`src/hdl/card_irq_pkg.sv`:
```
// register map, field positions and timing constants for interrupt steering
package card_irq_pkg;
    localparam int ADDR_W = 8;
    localparam int DATA_W = 8;
    localparam int LINE_COUNT = 16;
    localparam int PIN_COUNT = 7;

    localparam logic [7:0] IFACE_STATUS_IDX = 8'h01;
    localparam logic [7:0] INT_GEN_CTRL_IDX = 8'h03;
    localparam logic [7:0] STATUS_CHANGE_IDX = 8'h04;
    localparam logic [7:0] STATUS_INT_CFG_IDX = 8'h05;
    localparam logic [7:0] DETECT_GEN_CTRL_IDX = 8'h16;
    localparam logic [7:0] GLOBAL_CTRL_IDX = 8'h1E;

    localparam logic [7:0] REG_RESET = 8'h00;

    // interrupt and general control
    localparam int CARD_SEL_LSB = 0;
    localparam int HOST_REDIRECT_BIT = 4;
    localparam int IO_CARD_BIT = 5;
    localparam int RING_ENABLE_BIT = 7;
    // status interrupt configuration
    localparam int SC_SEL_LSB = 4;
    localparam int SEL_W = 4;
    // status change bits
    localparam int SC_DEAD_BIT = 0;
    localparam int SC_WARN_BIT = 1;
    localparam int SC_READY_BIT = 2;
    localparam int SC_DETECT_BIT = 3;
    localparam int SC_GPI_BIT = 4;
    localparam int SC_W = 5;
    // card detect and general control
    localparam int GPI_ENABLE_BIT = 2;
    localparam int GPI_FALL_BIT = 3;
    localparam int RESUME_EN_BIT = 4;
    localparam int SOFT_DETECT_BIT = 5;
    // global control
    localparam int LEVEL_MODE_BIT = 1;
    localparam int WRITE_ACK_BIT = 2;
    localparam int LINE14_OVR_BIT = 3;
    localparam int LINE14 = 14;

    // synchronised pin vector positions
    localparam int PIN_CD1 = 0;
    localparam int PIN_CD2 = 1;
    localparam int PIN_REQ = 2;
    localparam int PIN_BVD1 = 3;
    localparam int PIN_BVD2 = 4;
    localparam int PIN_READY = 5;
    localparam int PIN_GPI = 6;

    // host interrupt pulse, in clock pulses
    localparam int HOST_PULSE_CLOCKS = 3;
    localparam logic [1:0] HOST_PULSE_LOAD = 2'(HOST_PULSE_CLOCKS - 1);
endpackage : card_irq_pkg

```
`src/hdl/card_slot_interrupt_steering.sv`:
```
// interrupt steering for a card slot: sources, routing, waveforms, ack
// Operation
// - card request goes to one ISA line chosen by 4-bit field of 03h
// - status change goes to ISA line chosen by bits 7..4 of 05h
// - redirect bit sends status change to host pin, field ignored
// - unselected ISA lines stay high impedance
// - resume output needs detect change, resume enable and detect enable
// - only detect changes, from the detect pins or the software detect bit, ever reach the resume output
// - level mode: selected line floats, driven low while interrupt pends
// - edge mode: selected line driven low, driven high while pending
// - global bit 1 picks level mode, zero picks edge mode
// - line 14 override forces level waveform on line 14
// - host interrupt pin goes low exactly three clocks then high
// - card request clears once the card line returns high
// - reading status change register clears its bits
// - with write-back ack, writing ones clears those bits
// - I/O card sources: request, detect, status change line, gpi
// - memory card sources: detect, battery, ready, gpi changes
// - bit 5 of 03h: zero memory card, one I/O card
// - either detect input changing sets detect change bit
// - ready rising on memory card sets ready change bit
`timescale 1ns/10ps
module card_slot_interrupt_steering
    import card_irq_pkg::*;
(
    input wire logic ref_clk,
    input wire logic reset,
    input wire logic [ADDR_W-1:0] reg_addr,
    input wire logic [DATA_W-1:0] reg_wdata,
    input wire logic reg_wr,
    input wire logic reg_rd,
    output logic [DATA_W-1:0] reg_rdata,
    input wire logic card_detect1_n,
    input wire logic card_detect2_n,
    input wire logic card_req_n,
    input wire logic card_bvd1,
    input wire logic card_bvd2,
    input wire logic card_ready,
    input wire logic general_purpose_input,
    output logic [LINE_COUNT-1:0] irq_line_out,
    output logic [LINE_COUNT-1:0] irq_line_oe_n,
    output logic host_irq_pulse_n,
    output logic resume_wake_out_n
);
    typedef enum logic {PULSE_IDLE, PULSE_LOW} pulse_state_t;

    logic [DATA_W-1:0] int_gen_ctrl;
    logic [DATA_W-1:0] status_int_cfg;
    logic [DATA_W-1:0] detect_gen_ctrl;
    logic [DATA_W-1:0] global_ctrl;
    logic [SC_W-1:0] status_change;
    logic [SC_W-1:0] set_event;
    logic [SC_W-1:0] clear_mask;
    logic [SC_W-1:0] change_enable;
    logic [PIN_COUNT-1:0] pins;
    logic [PIN_COUNT-1:0] prev_pins;
    logic pins_valid;
    logic sync_warm1;
    logic sync_warm2;
    logic req_active;
    logic sc_pending;
    logic sc_pending_d;
    logic io_card;
    logic host_irq_redirect_en;
    logic line14_level_override;
    logic [LINE_COUNT-1:0] card_dest;
    logic [LINE_COUNT-1:0] sc_dest;
    logic [LINE_COUNT-1:0] selected;
    logic [LINE_COUNT-1:0] line_active;
    logic [LINE_COUNT-1:0] line_level;
    logic [LINE_COUNT-1:0] next_out;
    logic [LINE_COUNT-1:0] next_oe_n;
    logic [1:0] pulse_count;
    pulse_state_t pulse_state;
    logic wr_hit_status;
    logic rd_hit_status;

    // one-hot line for a selection code; illegal codes select nothing
    function automatic logic [LINE_COUNT-1:0] decode_line(
        input logic [SEL_W-1:0] code
    );
        logic [LINE_COUNT-1:0] onehot;
        onehot = '0;
        case (code)
            4'h3, 4'h4, 4'h5, 4'h7, 4'h9, 4'hA, 4'hB, 4'hC, 4'hE, 4'hF:
                onehot[code] = 1'b1;
            default: onehot = '0;
        endcase
        return onehot;
    endfunction : decode_line

    pin_sync #(
        .WIDTH(PIN_COUNT)
    ) u_pin_sync (
        .ref_clk(ref_clk),
        .reset(reset),
        .pin_in({general_purpose_input, card_ready, card_bvd2, card_bvd1,
                 card_req_n, card_detect2_n, card_detect1_n}),
        .pin_sync_out(pins)
    );

    assign io_card = int_gen_ctrl[IO_CARD_BIT];
    assign host_irq_redirect_en = int_gen_ctrl[HOST_REDIRECT_BIT];
    assign line14_level_override = global_ctrl[LINE14_OVR_BIT];
    assign wr_hit_status = reg_wr && (reg_addr == STATUS_CHANGE_IDX);
    assign rd_hit_status = reg_rd && (reg_addr == STATUS_CHANGE_IDX);

    // edges count only once prev_pins holds a synchronised pin sample
    always_ff @(posedge ref_clk or posedge reset) begin
        if (reset) begin
            prev_pins <= '0;
            sync_warm1 <= 1'b0;
            sync_warm2 <= 1'b0;
            pins_valid <= 1'b0;
        end else begin
            prev_pins <= pins;
            sync_warm1 <= 1'b1;
            sync_warm2 <= sync_warm1;
            pins_valid <= sync_warm2;
        end
    end

    // change detection per source
    always_comb begin
        set_event = '0;
        if (pins_valid) begin
            set_event[SC_DETECT_BIT] =
                (pins[PIN_CD1] ^ prev_pins[PIN_CD1]) |
                (pins[PIN_CD2] ^ prev_pins[PIN_CD2]);
            if (io_card) begin
                // status change line falls while ring indicate is off
                set_event[SC_DEAD_BIT] = !int_gen_ctrl[RING_ENABLE_BIT] &&
                    !pins[PIN_BVD1] && prev_pins[PIN_BVD1];
            end else begin
                set_event[SC_DEAD_BIT] = !pins[PIN_BVD1] &&
                    prev_pins[PIN_BVD1];
                set_event[SC_WARN_BIT] = (pins[PIN_BVD1] &&
                    !pins[PIN_BVD2]) && !(prev_pins[PIN_BVD1] &&
                    !prev_pins[PIN_BVD2]);
                set_event[SC_READY_BIT] = pins[PIN_READY] &&
                    !prev_pins[PIN_READY];
            end
            if (detect_gen_ctrl[GPI_ENABLE_BIT]) begin
                if (detect_gen_ctrl[GPI_FALL_BIT]) begin
                    set_event[SC_GPI_BIT] = !pins[PIN_GPI] &&
                        prev_pins[PIN_GPI];
                end else begin
                    set_event[SC_GPI_BIT] = pins[PIN_GPI] &&
                        !prev_pins[PIN_GPI];
                end
            end
        end
        if (reg_wr && (reg_addr == DETECT_GEN_CTRL_IDX) &&
            reg_wdata[SOFT_DETECT_BIT]) begin
            set_event[SC_DETECT_BIT] = 1'b1;
        end
    end

    // acknowledge: a read clears all, a write-back clears written ones
    always_comb begin
        clear_mask = '0;
        if (rd_hit_status) begin
            clear_mask = '1;
        end else if (wr_hit_status && global_ctrl[WRITE_ACK_BIT]) begin
            clear_mask = reg_wdata[SC_W-1:0];
        end
    end

    // a new event in the clearing cycle survives
    always_ff @(posedge ref_clk or posedge reset) begin
        if (reset) begin
            status_change <= '0;
        end else begin
            status_change <= (status_change & ~clear_mask) | set_event;
        end
    end

    // control registers
    always_ff @(posedge ref_clk or posedge reset) begin
        if (reset) begin
            int_gen_ctrl <= REG_RESET;
            status_int_cfg <= REG_RESET;
            detect_gen_ctrl <= REG_RESET;
            global_ctrl <= REG_RESET;
        end else if (reg_wr) begin
            if (reg_addr == INT_GEN_CTRL_IDX) begin
                int_gen_ctrl <= reg_wdata;
            end else if (reg_addr == STATUS_INT_CFG_IDX) begin
                status_int_cfg <= reg_wdata;
            end else if (reg_addr == DETECT_GEN_CTRL_IDX) begin
                detect_gen_ctrl <= reg_wdata;
            end else if (reg_addr == GLOBAL_CTRL_IDX) begin
                global_ctrl <= reg_wdata;
            end
        end
    end

    // read data stands in the cycle after the strobe
    always_ff @(posedge ref_clk or posedge reset) begin
        if (reset) begin
            reg_rdata <= '0;
        end else if (reg_rd) begin
            if (reg_addr == IFACE_STATUS_IDX) begin
                reg_rdata <= {pins[PIN_GPI], 1'b0, pins[PIN_READY], 1'b0,
                              pins[PIN_CD2], pins[PIN_CD1],
                              pins[PIN_BVD2], pins[PIN_BVD1]};
            end else if (reg_addr == INT_GEN_CTRL_IDX) begin
                reg_rdata <= int_gen_ctrl;
            end else if (reg_addr == STATUS_CHANGE_IDX) begin
                reg_rdata <= {{(DATA_W-SC_W){1'b0}}, status_change};
            end else if (reg_addr == STATUS_INT_CFG_IDX) begin
                reg_rdata <= status_int_cfg;
            end else if (reg_addr == DETECT_GEN_CTRL_IDX) begin
                reg_rdata <= detect_gen_ctrl;
            end else if (reg_addr == GLOBAL_CTRL_IDX) begin
                reg_rdata <= global_ctrl;
            end else begin
                reg_rdata <= '0;
            end
        end else begin
            reg_rdata <= '0;
        end
    end

    // card request: held until the card line returns high
    always_ff @(posedge ref_clk or posedge reset) begin
        if (reset) begin
            req_active <= 1'b0;
        end else begin
            req_active <= io_card && pins_valid && !pins[PIN_REQ];
        end
    end

    assign change_enable = {detect_gen_ctrl[GPI_ENABLE_BIT],
                            status_int_cfg[SC_DETECT_BIT:SC_DEAD_BIT]};
    assign sc_pending = |(status_change & change_enable);

    assign card_dest = io_card ?
        decode_line(int_gen_ctrl[CARD_SEL_LSB +: SEL_W]) : '0;
    assign sc_dest = host_irq_redirect_en ? '0 :
        decode_line(status_int_cfg[SC_SEL_LSB +: SEL_W]);
    assign selected = card_dest | sc_dest;

    // per-line waveform shaping
    genvar n;
    generate
        for (n = 0; n < LINE_COUNT; n++) begin : g_line
            assign line_active[n] = (card_dest[n] && req_active) ||
                                    (sc_dest[n] && sc_pending);
            assign line_level[n] = global_ctrl[LEVEL_MODE_BIT] ||
                ((n == LINE14) && line14_level_override);
            always_comb begin
                if (!selected[n]) begin
                    next_oe_n[n] = 1'b1;
                    next_out[n] = 1'b0;
                end else if (line_level[n]) begin
                    next_oe_n[n] = !line_active[n];
                    next_out[n] = 1'b0;
                end else begin
                    next_oe_n[n] = 1'b0;
                    next_out[n] = line_active[n];
                end
            end

            a_unselected_float:
            assert property (@(posedge ref_clk) disable iff (reset)
                !$past(selected[n]) |-> irq_line_oe_n[n])
                else $error("unselected line is driven");
            a_level_drive:
            assert property (@(posedge ref_clk) disable iff (reset)
                $past(line_level[n] && line_active[n]) |->
                    !irq_line_oe_n[n] && !irq_line_out[n])
                else $error("level mode line not driven low while pending");
        end
    endgenerate

    always_ff @(posedge ref_clk or posedge reset) begin
        if (reset) begin
            irq_line_out <= '0;
            irq_line_oe_n <= '1;
        end else begin
            irq_line_out <= next_out;
            irq_line_oe_n <= next_oe_n;
        end
    end

    // host interrupt: three clock low pulse on each new status interrupt
    always_ff @(posedge ref_clk or posedge reset) begin
        if (reset) begin
            sc_pending_d <= 1'b0;
            pulse_state <= PULSE_IDLE;
            pulse_count <= '0;
            host_irq_pulse_n <= 1'b1;
        end else begin
            sc_pending_d <= sc_pending;
            case (pulse_state)
                PULSE_IDLE: begin
                    if (host_irq_redirect_en && sc_pending &&
                        !sc_pending_d) begin
                        pulse_state <= PULSE_LOW;
                        pulse_count <= HOST_PULSE_LOAD;
                        host_irq_pulse_n <= 1'b0;
                    end
                end
                PULSE_LOW: begin
                    if (pulse_count == '0) begin
                        pulse_state <= PULSE_IDLE;
                        host_irq_pulse_n <= 1'b1;
                    end else begin
                        pulse_count <= pulse_count - 2'd1;
                    end
                end
            endcase
        end
    end

    // resume output follows only a pending, enabled detect change
    always_ff @(posedge ref_clk or posedge reset) begin
        if (reset) begin
            resume_wake_out_n <= 1'b1;
        end else begin
            resume_wake_out_n <= !(status_change[SC_DETECT_BIT] &&
                detect_gen_ctrl[RESUME_EN_BIT] &&
                status_int_cfg[SC_DETECT_BIT]);
        end
    end

    a_host_pulse_width:
    assert property (@(posedge ref_clk) disable iff (reset)
        $fell(host_irq_pulse_n) |-> (!host_irq_pulse_n)[*3]
            ##1 host_irq_pulse_n)
        else $error("host pulse not three clocks long");
    a_resume_cause:
    assert property (@(posedge ref_clk) disable iff (reset)
        !resume_wake_out_n |-> $past(status_change[SC_DETECT_BIT]) &&
            $past(detect_gen_ctrl[RESUME_EN_BIT]) &&
            $past(status_int_cfg[SC_DETECT_BIT]))
        else $error("resume asserted without enabled detect change");
    a_read_clears:
    assert property (@(posedge ref_clk) disable iff (reset)
        rd_hit_status |=> (status_change & ~$past(set_event)) == '0)
        else $error("status read did not clear change bits");
    a_write_ack_clears:
    assert property (@(posedge ref_clk) disable iff (reset)
        wr_hit_status && global_ctrl[WRITE_ACK_BIT] |=>
            (status_change & $past(reg_wdata[SC_W-1:0]) &
             ~$past(set_event)) == '0)
        else $error("write-back did not clear written bits");
    a_detect_sets:
    assert property (@(posedge ref_clk) disable iff (reset)
        pins_valid && (pins[PIN_CD1] != prev_pins[PIN_CD1]) |=>
            status_change[SC_DETECT_BIT])
        else $error("detect change bit not set");
    a_ready_sets:
    assert property (@(posedge ref_clk) disable iff (reset)
        pins_valid && !io_card && pins[PIN_READY] &&
            !prev_pins[PIN_READY] |=> status_change[SC_READY_BIT])
        else $error("ready change bit not set");
    a_request_release:
    assert property (@(posedge ref_clk) disable iff (reset)
        req_active && pins[PIN_REQ] |=> !req_active)
        else $error("card request not removed after line rose");
    a_redirect_masks:
    assert property (@(posedge ref_clk) disable iff (reset)
        host_irq_redirect_en && (card_dest == '0) |=> irq_line_oe_n == '1)
        else $error("status change routed to line while redirected");
endmodule : card_slot_interrupt_steering

```
`src/hdl/pin_sync.sv`:
```
// two-stage synchroniser for a bank of card slot pins
`timescale 1ns/10ps
module pin_sync #(
    parameter int WIDTH = 7
) (
    input wire logic ref_clk,
    input wire logic reset,
    input wire logic [WIDTH-1:0] pin_in,
    output logic [WIDTH-1:0] pin_sync_out
);
    logic [WIDTH-1:0] stage_one;

    always_ff @(posedge ref_clk or posedge reset) begin
        if (reset) begin
            stage_one <= '0;
            pin_sync_out <= '0;
        end else begin
            stage_one <= pin_in;
            pin_sync_out <= stage_one;
        end
    end
endmodule : pin_sync

```
`config.mk`:
```
export PLATFORM = sky130hd
export DESIGN_NAME = card_slot_interrupt_steering
export DESIGN_NICKNAME = d
export VERILOG_FILES = /design/src/hdl/card_irq_pkg.sv /design/src/hdl/card_slot_interrupt_steering.sv /design/src/hdl/pin_sync.sv
export SDC_FILE = /design/constraint.sdc
export NUM_CORES = 1
export LEC_CHECK = 0
export BUFFER_PORTS_ARGS = -buffer_cell sky130_fd_sc_hd__buf_2
export CAP_MARGIN = 20
export CORE_UTILIZATION = 51
export DETAILED_ROUTE_END_ITERATION = 10
export PLACE_DENSITY = 0.86
export SYNTH_ARGS = -nofsm -noshare
export SYNTH_HDL_FRONTEND = slang
export SYNTH_SLANG_ARGS = --single-unit
export TNS_END_PERCENT = 20
```
`constraint.sdc`:
```
create_clock -name ref_clk -period 3.6 [get_ports ref_clk]
set_input_delay 0.72 -clock ref_clk [delete_from_list [all_inputs] [get_ports ref_clk]]
set_output_delay 0.72 -clock ref_clk [all_outputs]
set_load 0.03 [all_outputs]
```
==> results.py, run 1 <==
metrics = {
    "worst_setup_path": {
        "start_kind": "input pin",
        "worst_setup_path_end_kind": "flop",
        "worstSetupPathType": "input pin to flop",
        "crit_arrival_ns": 2.64,
        "required_ns": 3.85,
        "path_max_fanout": 18,
    },
    "global_route": {
        "antenna_found_initial": 0,
        "grt_pass1_wl_microns": 14960,
        "grt_max_degree": 56,
        "overflow": 0,
        "grt_pass1_vias": 2932,
        "track_usage_pct": 22.41,
    },
    "sta": {
        "finalSetupTns_ns": 0,
        "maxSlewViolCount": 0,
        "final.setup_skew_ns": 0.01139,
        "min_period_over_period_pct": 66.42,
        "slew_headroom_pct": 43.89,
        "max_freq_mhz": 418.2,
        "worstMarginPinSlew_ns": 0.8398,
        "finalSetupViolCount": 0,
        "grt_setup_unrepaired": "no",
        "finalHoldViolCount": 0,
        "fin_crit_ns": 2.391,
    },
    "detailed_routing": {
        "wirelength_microns": 9532,
        "drtAntennaViolNets": 0,
        "num_vias": 3122,
        "firstDrtPassIters": 5,
        "wl_per_cell_microns": 17.92,
        "drc": 0,
        "drt_iter0_markers": 339,
        "via_per_inst": 5.868,
    },
    "cts": {
        "cts_tree": "built",
        "htree_levels": 3,
        "cts.path.max_buffers": 2,
        "cts_buffers": 9,
        "cts_resized": 0,
        "insertion_delay_ns": 0.37,
        "clk_pin_slew_ns": 0.10,
        "post_cts_buffers": 0,
        "cts_num_sinks": 107,
        "root_buffer": "clkbuf_8",
        "hold_buffers": 0,
    },
    "cells_and_area": {
        "drive_above_1_share_pct": 35.60,
        "nFillCells": 631,
        "fin_area_sq_um": 5095,
        "areaGrowthSynthToFinish_pct": 14.83,
        "multiInputGateArea_sq_um": 1665,
        "seqCellArea_sq_um": 2700,
        "finalNonFillerCells": 532,
        "final_util_pct": 61.39,
        "diodes": 0,
        "nets": 450,
    },
    "synth": {
        "synthCells": 348,
        "ys_seq_elements": 107,
        "synthArstFlopShare_pct": 100.0,
        "ys_types": 53,
        "syn_area_sq_um": 4437,
        "synth_edf_count": 0,
        "synthMostInstantiatedCell": "dfrtp_1",
        "avgSynthCellArea_sq_um": 12.75,
        "yosysTopAreaCell": "dfrtp_1",
        "synth_top_family_by_area": "compound AO/OA/AOI/OAI gates",
        "synthAdderAreaFrac_pct": 0.2820,
        "synth_mux_area_share_pct": 11.53,
        "yosysWarnings": 0,
        "ys.flop_type": "dfrtp_1",
        "synthXorXnorAreaFrac_pct": 0.3948,
        "synth-simple-area-share_pct": 11.96,
        "synthTopCellsByArea": "dfrtp_1 50%, dfstp_2 11%, mux2_2 7.4%",
        "synth_top_area_share_pct": 50.20,
        "ys_top_cells_by_count": "89 x dfrtp_1, 29 x mux2_2, 18 x dfstp_2, 18 x nand2_1, 18 x o21ai_0",
        "synth-compound-area-share_pct": 12.27,
        "ys_seq_area_share_pct": 60.86,
    },
    "power_and_ir_drop": {
        "switching_power_mw": 0.5973,
        "switching_share_pct": 26.67,
        "vdd_drop_max_mv": 0.2708,
        "p_int_mw": 1.642,
        "power_mw": 2.240,
        "power_frac_comb_pct": 9.3,
        "cellLeakagePower_nw": 2.353,
        "pwr-share-clk_pct": 32.7,
        "pwr-share-seq_pct": 58.0,
        "powerDensity_nw_per_um2": 439.6,
    },
    "min_path": {
        "holdCritPathClass": "flop to flop",
    },
    "run_status": {
        "status": "finished, final reports clean",
    },
    "flow_run": {
        "max-cap-violations": 0,
    },
    "place": {
        "gp_congestion": 0.9073,
        "io_buffer_count": 68,
        "dpl.cell_count": 516,
        "placed_area_sq_um": 4890,
        "hpwlAfterDp_microns": 6818,
    },
    "floorplan": {
        "chipHeight_microns": 95.27,
        "rows": 33,
        "ioPinCount": 69,
        "fp.coreArea_sq_um": 8299,
        "start_util_pct": 53.46,
        "die_w_microns": 95.27,
        "die_area_sq_um": 9076,
    },
}
==> critical path: stages <==
cell and delay [ns]:
buf_2 0.09, or3_1 0.65, nor4_4 0.62, nand3_4 0.23, mux2_2 0.33
==> state kept, by name (all words and copies together), names as in the netlist, 2 cells and up <==
name / flops
int_gen_ctrl: 8
detect_gen_ctrl: 8
reg_rdata: 8
pulse_count: 2
prev_pins: 6
irq_line_oe_n: 16
status_int_cfg: 8
u_pin_sync.stage_one: 7
status_change: 5
irq_line_out: 16
global_ctrl: 8
u_pin_sync.pin_sync_out: 7
==> per-stage QoR <==
step / hold slack (ns) / setup WS [ns]
after global routing: 0.3620 / 1.138
after global placement: 0.3313 / 0.9078
after CTS: 0.3591 / 1.247
after floorplan: 0.3312 / 0.09254
after detailed placement: 0.3358 / 0.8628
final: 0.3552 / 1.209
==> power groups by stage <==
stage	Sequential [mW]	Clock (mW)	Combinational, mW
after floorplan	1.33	0	0.129
after global placement	1.32	0	0.198
after detailed placement	1.32	0	0.208
after CTS	1.30	0.751	0.209
after global routing	1.31	0.784	0.232
final	1.30	0.732	0.208
==> metal layers <==
layer,GRT usage (%),up-vias,routed length (microns)
met4,9.091,0,212
met2,35.83,146,4734
met5,0,-,0
li1,-,1405,-
met3,4.226,24,550
met1,30.15,1547,4035
==> cell families (layout without fill, tap and decap cells) <==
group	Yosys count	in the layout
AOI/OAI and AO/OA	76	76
xor gates and xnor gates	2	2
adders and majority gates	1	1
buffers and inverters	25	93
DFF	107	107
muxes	44	44
other	2	13
and+or+nand+nor	91	91
==> final timing paths <==
kind | slack (ns) | cells after the start | to | startpoint
setup / recovery | 1.21 | 5 | int_gen_ctrl[6]$_DFFE_PP0P_ | reg_addr[5]
hold / removal | 0.36 | 0 | u_pin_sync.pin_sync_out[5]$_DFF_PP0_ | u_pin_sync.stage_one[5]$_DFF_PP0_
setup reg to reg | 1.62 | 4 | irq_line_oe_n[14]$_DFF_PP1_ | status_change[3]$_DFF_PP0_
hold reg to reg | 0.36 | 0 | u_pin_sync.pin_sync_out[5]$_DFF_PP0_ | u_pin_sync.stage_one[5]$_DFF_PP0_
max in group asynchronous | 2.41 | 3 | irq_line_oe_n[7]$_DFF_PP1_ | reset
min in group asynchronous | 0.42 | 2 | irq_line_out[2]$_DFF_PP0_ | reset
==> placed cells by master (no fill, tap or decap), drive strengths merged, types with 6 or more instances in the layout <==
cell type,synthesis,final
dfrtp,89,89
buf,6,69
mux2,36,36
nand2,18,18
o21ai,18,18
dfstp,18,18
nor2,14,14
nand3,14,14
conb,2,13
a22oi,12,12
nor3,11,11
a21oi,10,10
clkbuf,11,10
inv,8,10
mux2i,8,8
a32oi,7,7
nand2b,6,6
==> layout make-up <==
type	instances	share of cell area (%)
Inverter	8	0.6385
Tap cell	105	2.579
Clock inverter	6	1.105
Timing Repair Buffer	69	7.073
Multi-Input combinational cell	227	32.69
Clock buffer	10	2.922
Sequential cell	107	53.00
No activity file was read; power rests on OpenSTA's default activity.
==> run 2, diff against run 1 <==
- CORE_UTILIZATION: 51 -> 56
- PLACE_DENSITY: 0.86 -> 0.89
- clock period: 3.6 -> 2.2 ns (I/O delays scaled with it)
==> run 2 against run 1 <==
  * Non-clock buffer count rose by 13
  * Global-route usage rose by 2.0 points
  * Sequential share of layout area fell by 0.77 points
  * Combinational power rose by 69%
  * Clock skew rose by 0.0046 ns
  * Die area fell by 8.7%
  * Largest power group unchanged
==> results.py, run 2 (synthesized netlist as in run 1, its figures left out) <==
metrics = {
    "cts": {
        "cts_num_sinks": 107,
        "cts.path.max_buffers": 2,
        "insertion_delay_ns": 0.37,
        "htree_levels": 3,
        "cts_buffers": 9,
        "root_buffer": "clkbuf_8",
        "clk_pin_slew_ns": 0.10,
        "cts_tree": "built",
    },
    "sta": {
        "grt_setup_unrepaired": "no",
        "min_period_over_period_pct": 92.83,
        "worstMarginPinSlew_ns": 0.9173,
        "fin_crit_ns": 2.042,
        "max_freq_mhz": 489.7,
        "finalSetupViolCount": 0,
        "maxSlewViolCount": 0,
        "finalSetupTns_ns": 0,
        "final.setup_skew_ns": 0.01599,
        "finalHoldViolCount": 0,
        "slew_headroom_pct": 38.71,
    },
    "floorplan": {
        "die_area_sq_um": 8283,
        "ioPinCount": 69,
        "fp.coreArea_sq_um": 7687,
        "start_util_pct": 57.71,
        "chipHeight_microns": 91.01,
        "rows": 32,
        "die_w_microns": 91.01,
    },
    "cells_and_area": {
        "diodes": 0,
        "nFillCells": 591,
        "final_util_pct": 67.25,
        "fin_area_sq_um": 5170,
        "drive_above_1_share_pct": 37.50,
        "final_common_cell": "dfrtp_1",
        "finalNonFillerCells": 542,
        "mostFrequentLayoutCells": "89 x dfrtp_1, 68 x buf_2, 29 x mux2_2",
        "nets": 463,
        "reg_top3": "irq_line_oe_n: 16 flops, irq_line_out: 16 flops",
        "areaGrowthSynthToFinish_pct": 16.53,
    },
    "worst_setup_path": {
        "r2r_cells": 4,
        "reg2reg_setup_slack_ns": 0.27,
        "rr_startpoint": "status_change[3]$_DFF_PP0_",
        "worst_setup_path_end_kind": "flop",
        "worstSetupPathType": "input pin to flop",
        "start_kind": "input pin",
        "slowest_stage": "a2111oi_1",
        "crit_arrival_ns": 2.25,
        "startpoint": "reg_addr[5]",
        "cp_cell_sequence": "buf_2 -> or3_1 -> buf_4 -> nor3_1 -> a22oi_1 -> a2111oi_1",
        "critPathMaxStageDelay_ns": 0.55,
        "path_max_fanout": 12,
        "required_ns": 2.40,
    },
    "min_path": {
        "min_from": "card_bvd2",
        "whs_path_depth": 1,
        "holdCritPathClass": "input pin to flop",
    },
    "global_route": {
        "overflow": 0,
        "grt_pass1_wl_microns": 15500,
        "grt_pass1_vias": 3041,
        "antenna_found_initial": 0,
        "track_usage_pct": 24.46,
        "grt_max_degree": 108,
    },
    "detailed_routing": {
        "drc": 0,
        "firstDrtPassIters": 5,
        "num_vias": 3210,
        "drtAntennaViolNets": 0,
        "via_per_inst": 5.923,
        "wl_per_cell_microns": 17.72,
        "wirelength_microns": 9604,
        "drt_iter0_markers": 241,
    },
    "power_and_ir_drop": {
        "power_mw": 3.592,
        "vdd_drop_max_mv": 0.5277,
        "cellLeakagePower_nw": 2.396,
        "powerDensity_nw_per_um2": 694.8,
    },
    "place": {
        "hpwlAfterDp_microns": 6696,
        "gp_congestion": 0.8737,
        "dpl.cell_count": 526,
        "io_buffer_count": 68,
        "placed_area_sq_um": 4985,
    },
    "flow_run": {
        "max-cap-violations": 0,
    },
    "run_status": {
        "status": "finished, final reports clean",
    },
}
run 2: layout make-up:
type                    instances  area [sq um]  share of cell area, %
well taps                     102         127.6                  2.469
repair buffers                 82         457.9                  8.858
multi-input cells             227          1667                  32.24
clock inverters                 7         60.06                  1.162
inverters                       8         33.78                 0.6534
flip-flops and latches        107          2700                  52.23
clock buffers                   9         123.9                  2.396
run 2: what timing repair did:
| item | in CTS | in global routing |
|---|---|---|
| hold buffers | 0 | 0 |
| resized for setup | 0 | 1 |
| setup endpoints to repair | 0 | 1 |
| setup buffers | 0 | 0 |
| hold endpoints to repair | 0 | 0 |
run 2: critical path: cells and delay by family:
family / cells / cell delay (ns)
and+or+nand+nor: 2 / 0.78
AOI/OAI and AO/OA: 2 / 0.69
buffers and inverters: 2 / 0.33
run 2: worst paths after layout:
path | to
worst min register to register | u_pin_sync.pin_sync_out[3]$_DFF_PP0_
worst max register to register | irq_line_oe_n[14]$_DFF_PP1_
worst min-delay path | u_pin_sync.stage_one[4]$_DFF_PP0_
max in group asynchronous | int_gen_ctrl[7]$_DFFE_PP0P_
worst max-delay path | reg_rdata[4]$_DFF_PP0_
min in group asynchronous | irq_line_out[13]$_DFF_PP0_
run 2: metrics by stage:
step,hold WS [ns],setup WS (ns)
3_5_place_dp,0.3355,-0.2151
5_1_grt,0.1585,0.07063
2_1_floorplan,0.3312,0.1729
6_report,0.1758,0.1578
3_3_place_gp,0.3333,-0.04631
4_1_cts,0.1666,0.1175
run 2: layer usage:
layer / up-vias / routed length [microns] / GRT usage (%)
li1: 1430 / - / -
met1: 1627 / 4179 / 32.70
met2: 132 / 4763 / 40.53
met3: 21 / 463 / 3.350
met4: 0 / 198 / 10.32
met5: - / 0 / 0
run 2: power breakdown:
part / leakage [nW] / total, mW / internal, mW / switching (mW)
clock network: 0.0897 / 1.11 / 0.431 / 0.683
registers: 1.34 / 2.13 / 2.06 / 0.0684
logic: 0.970 / 0.352 / 0.136 / 0.216
total: 2.40 / 3.59 / 2.62 / 0.967
==> run 3, diff against run 2 <==
- CORE_UTILIZATION: 56 -> 58
- CTS_BUF_LIST: unset -> sky130_fd_sc_hd__clkbuf_2 sky130_fd_sc_hd__clkbuf_4 sky130_fd_sc_hd__clkbuf_8
- GPL_ROUTABILITY_DRIVEN: unset -> 0
- PLACE_DENSITY: 0.89 -> 0.91
- SKIP_CTS_REPAIR_TIMING: unset -> 1
==> run 3 against run 2 <==
  * Register-to-register slack worse by 0.09 ns
  * Total power grew 0.33%
  * Fmax is 1.3% higher
  * Sequential power hardly changed
  * Cell area is 0.34% higher
  * Flip-flop and latch count stayed put
  * Setup slack gained 0.026 ns
  * Utilization rose by 3.5 points
  * Count of clock-buffer cells in the layout unchanged
  * Critical path type is now flop to flop
==> results.py, run 3 (synthesized netlist as in run 1, its figures left out) <==
metrics = {
    "detailed_routing": {
        "firstDrtPassIters": 5,
        "drc": 0,
        "wl_per_cell_microns": 18.90,
        "drt_iter0_markers": 238,
        "drtAntennaViolNets": 0,
        "num_vias": 3293,
        "wirelength_microns": 10170,
        "via_per_inst": 6.121,
    },
    "cts": {
        "root_buffer": "clkbuf_8",
        "cts_num_sinks": 107,
        "htree_levels": 3,
        "cts_buffers": 9,
        "cts_tree": "built",
        "insertion_delay_ns": 0.37,
        "cts.path.max_buffers": 2,
        "clk_pin_slew_ns": 0.10,
    },
    "sta": {
        "whs_ns": 0.1492,
        "final.setup_skew_ns": 0.01004,
        "grt_setup_unrepaired": "no",
        "maxSlewViolCount": 0,
        "finalSetupViolCount": 0,
        "min_period_over_period_pct": 91.62,
        "max_freq_mhz": 496.1,
        "finalHoldViolCount": 0,
        "slew_headroom_pct": 47.69,
        "fin_crit_ns": 2.016,
        "worstMarginPinSlew_ns": 0.7829,
    },
    "cells_and_area": {
        "final_common_cell": "dfrtp_1",
        "mostFrequentLayoutCells": "89 x dfrtp_1, 68 x buf_2, 29 x mux2_2",
        "nets": 462,
        "reg_top3": "irq_line_oe_n: 16 flops, irq_line_out: 16 flops",
        "finalNonFillerCells": 538,
        "areaGrowthSynthToFinish_pct": 16.92,
        "drive_above_1_share_pct": 37.59,
        "diodes": 0,
    },
    "power_and_ir_drop": {
        "pwr-share-seq_pct": 59.1,
        "power_mw": 3.604,
        "vdd_drop_max_mv": 0.6018,
        "power_frac_comb_pct": 9.9,
        "p_int_mw": 2.629,
        "powerDensity_nw_per_um2": 694.7,
        "switching_share_pct": 27.05,
        "cellLeakagePower_nw": 2.406,
        "switching_power_mw": 0.9750,
        "pwr-share-clk_pct": 31.0,
    },
    "global_route": {
        "met1_usage_pct": 33.13,
        "met2_usage_pct": 45.39,
        "overflow": 0,
        "antenna_found_initial": 0,
        "grt_max_degree": 44,
        "grt-busiest-layer": "met2",
        "track_usage_pct": 27.44,
        "met3_usage_pct": 6.648,
        "grt_pass1_wl_microns": 15930,
        "grt_pass1_vias": 3247,
    },
    "floorplan": {
        "start_util_pct": 60.52,
        "fp.coreArea_sq_um": 7331,
        "die_w_microns": 89.46,
        "die_area_sq_um": 8003,
        "ioPinCount": 69,
        "chipHeight_microns": 89.46,
        "rows": 31,
    },
    "run_status": {
        "status": "finished, final reports clean",
    },
    "worst_setup_path": {
        "startpoint": "status_change[3]$_DFF_PP0_",
        "worst_setup_path_end_kind": "flop",
        "cp_cell_sequence": "a222oi_1 -> nand2_2 -> a32oi_1 -> o21a_1",
        "required_ns": 2.51,
        "critPathMaxStageDelay_ns": 0.70,
        "slowest_stage": "a222oi_1",
        "crit_family": "compound AO/OA/AOI/OAI gates",
        "path_max_fanout": 11,
        "critPathBufInv": 0,
        "rr_startpoint": "status_change[3]$_DFF_PP0_",
        "start_kind": "flop",
        "crit_arrival_ns": 2.32,
        "worstSetupPathType": "flop to flop",
    },
    "flow_run": {
        "max-cap-violations": 0,
    },
    "min_path": {
        "holdCritPathClass": "input pin to async pin",
    },
    "place": {
        "io_buffer_count": 68,
        "hpwlAfterDp_microns": 7290,
        "dpl.cell_count": 522,
    },
}
-- run 3: power groups by stage --
| stage | sequential [mW] | clock (mW) | combinational, mW |
|---|---|---|---|
| 4_1_cts | 2.13 | 1.14 | 0.357 |
| 3_5_place_dp | 2.16 | 0 | 0.356 |
| 5_1_grt | 2.14 | 1.22 | 0.395 |
| 3_3_place_gp | 2.16 | 0 | 0.335 |
| 2_1_floorplan | 2.17 | 0 | 0.212 |
| 6_report | 2.13 | 1.12 | 0.358 |
-- run 3: area by class of cell --
cell class                      count  area [sq um]
Fill cell                         477          2143
Timing Repair Buffer               81         475.5
Inverter                            8         33.78
Sequential cell                   107          2700
Multi-Input combinational cell    227          1668
Tap cell                           99         123.9
Clock inverter                      7         62.56
Clock buffer                        9         123.9
-- run 3: per-stage QoR --
step | setup TNS, ns | worst slack (ns) | util [%] | instance area (sq um)
global route | 0 | 0.04696 | 70.76 | 5187
floorplan | 0 | 0.1729 | - | 4482
CTS | 0 | 0.2139 | 70.73 | 5185
finish | 0 | 0.1843 | 70.76 | 5187
detailed placement | -0.04942 | -0.02097 | 68.19 | 4999
global placement | 0 | 0.09337 | 68.19 | 4999
-- run 3: per-layer routing --
layer	share of wire (%)	vias to the layer above	routed length (microns)
met5	0	-	0
met4	4.2	0	427
met3	7.6	48	769
met2	50	202	5117
met1	38	1609	3854
li1	-	1434	-
-- run 3: worst paths after layout --
kind / depth (start not counted) / to / slack (ns)
setup / recovery: 4 / irq_line_oe_n[11]$_DFF_PP1_ / 0.18
hold / removal: 2 / irq_line_out[13]$_DFF_PP0_ / 0.15
setup reg to reg: 4 / irq_line_oe_n[11]$_DFF_PP1_ / 0.18
hold reg to reg: 0 / sync_warm2$_DFF_PP0_ / 0.36
max in group asynchronous: 3 / host_irq_pulse_n$_DFFE_PP1P_ / 1.36
min in group ref_clk: 1 / u_pin_sync.stage_one[1]$_DFF_PP0_ / 0.17
-- run 3: worst reg2reg max path, delay by kind of cell, from the launching register on --
kind | cells | cell delay (ns)
AND/OR/NAND/NOR | 1 | 0.31
AO/OA/AOI/OAI | 3 | 1.19
flip-flops | 1 | 0.45
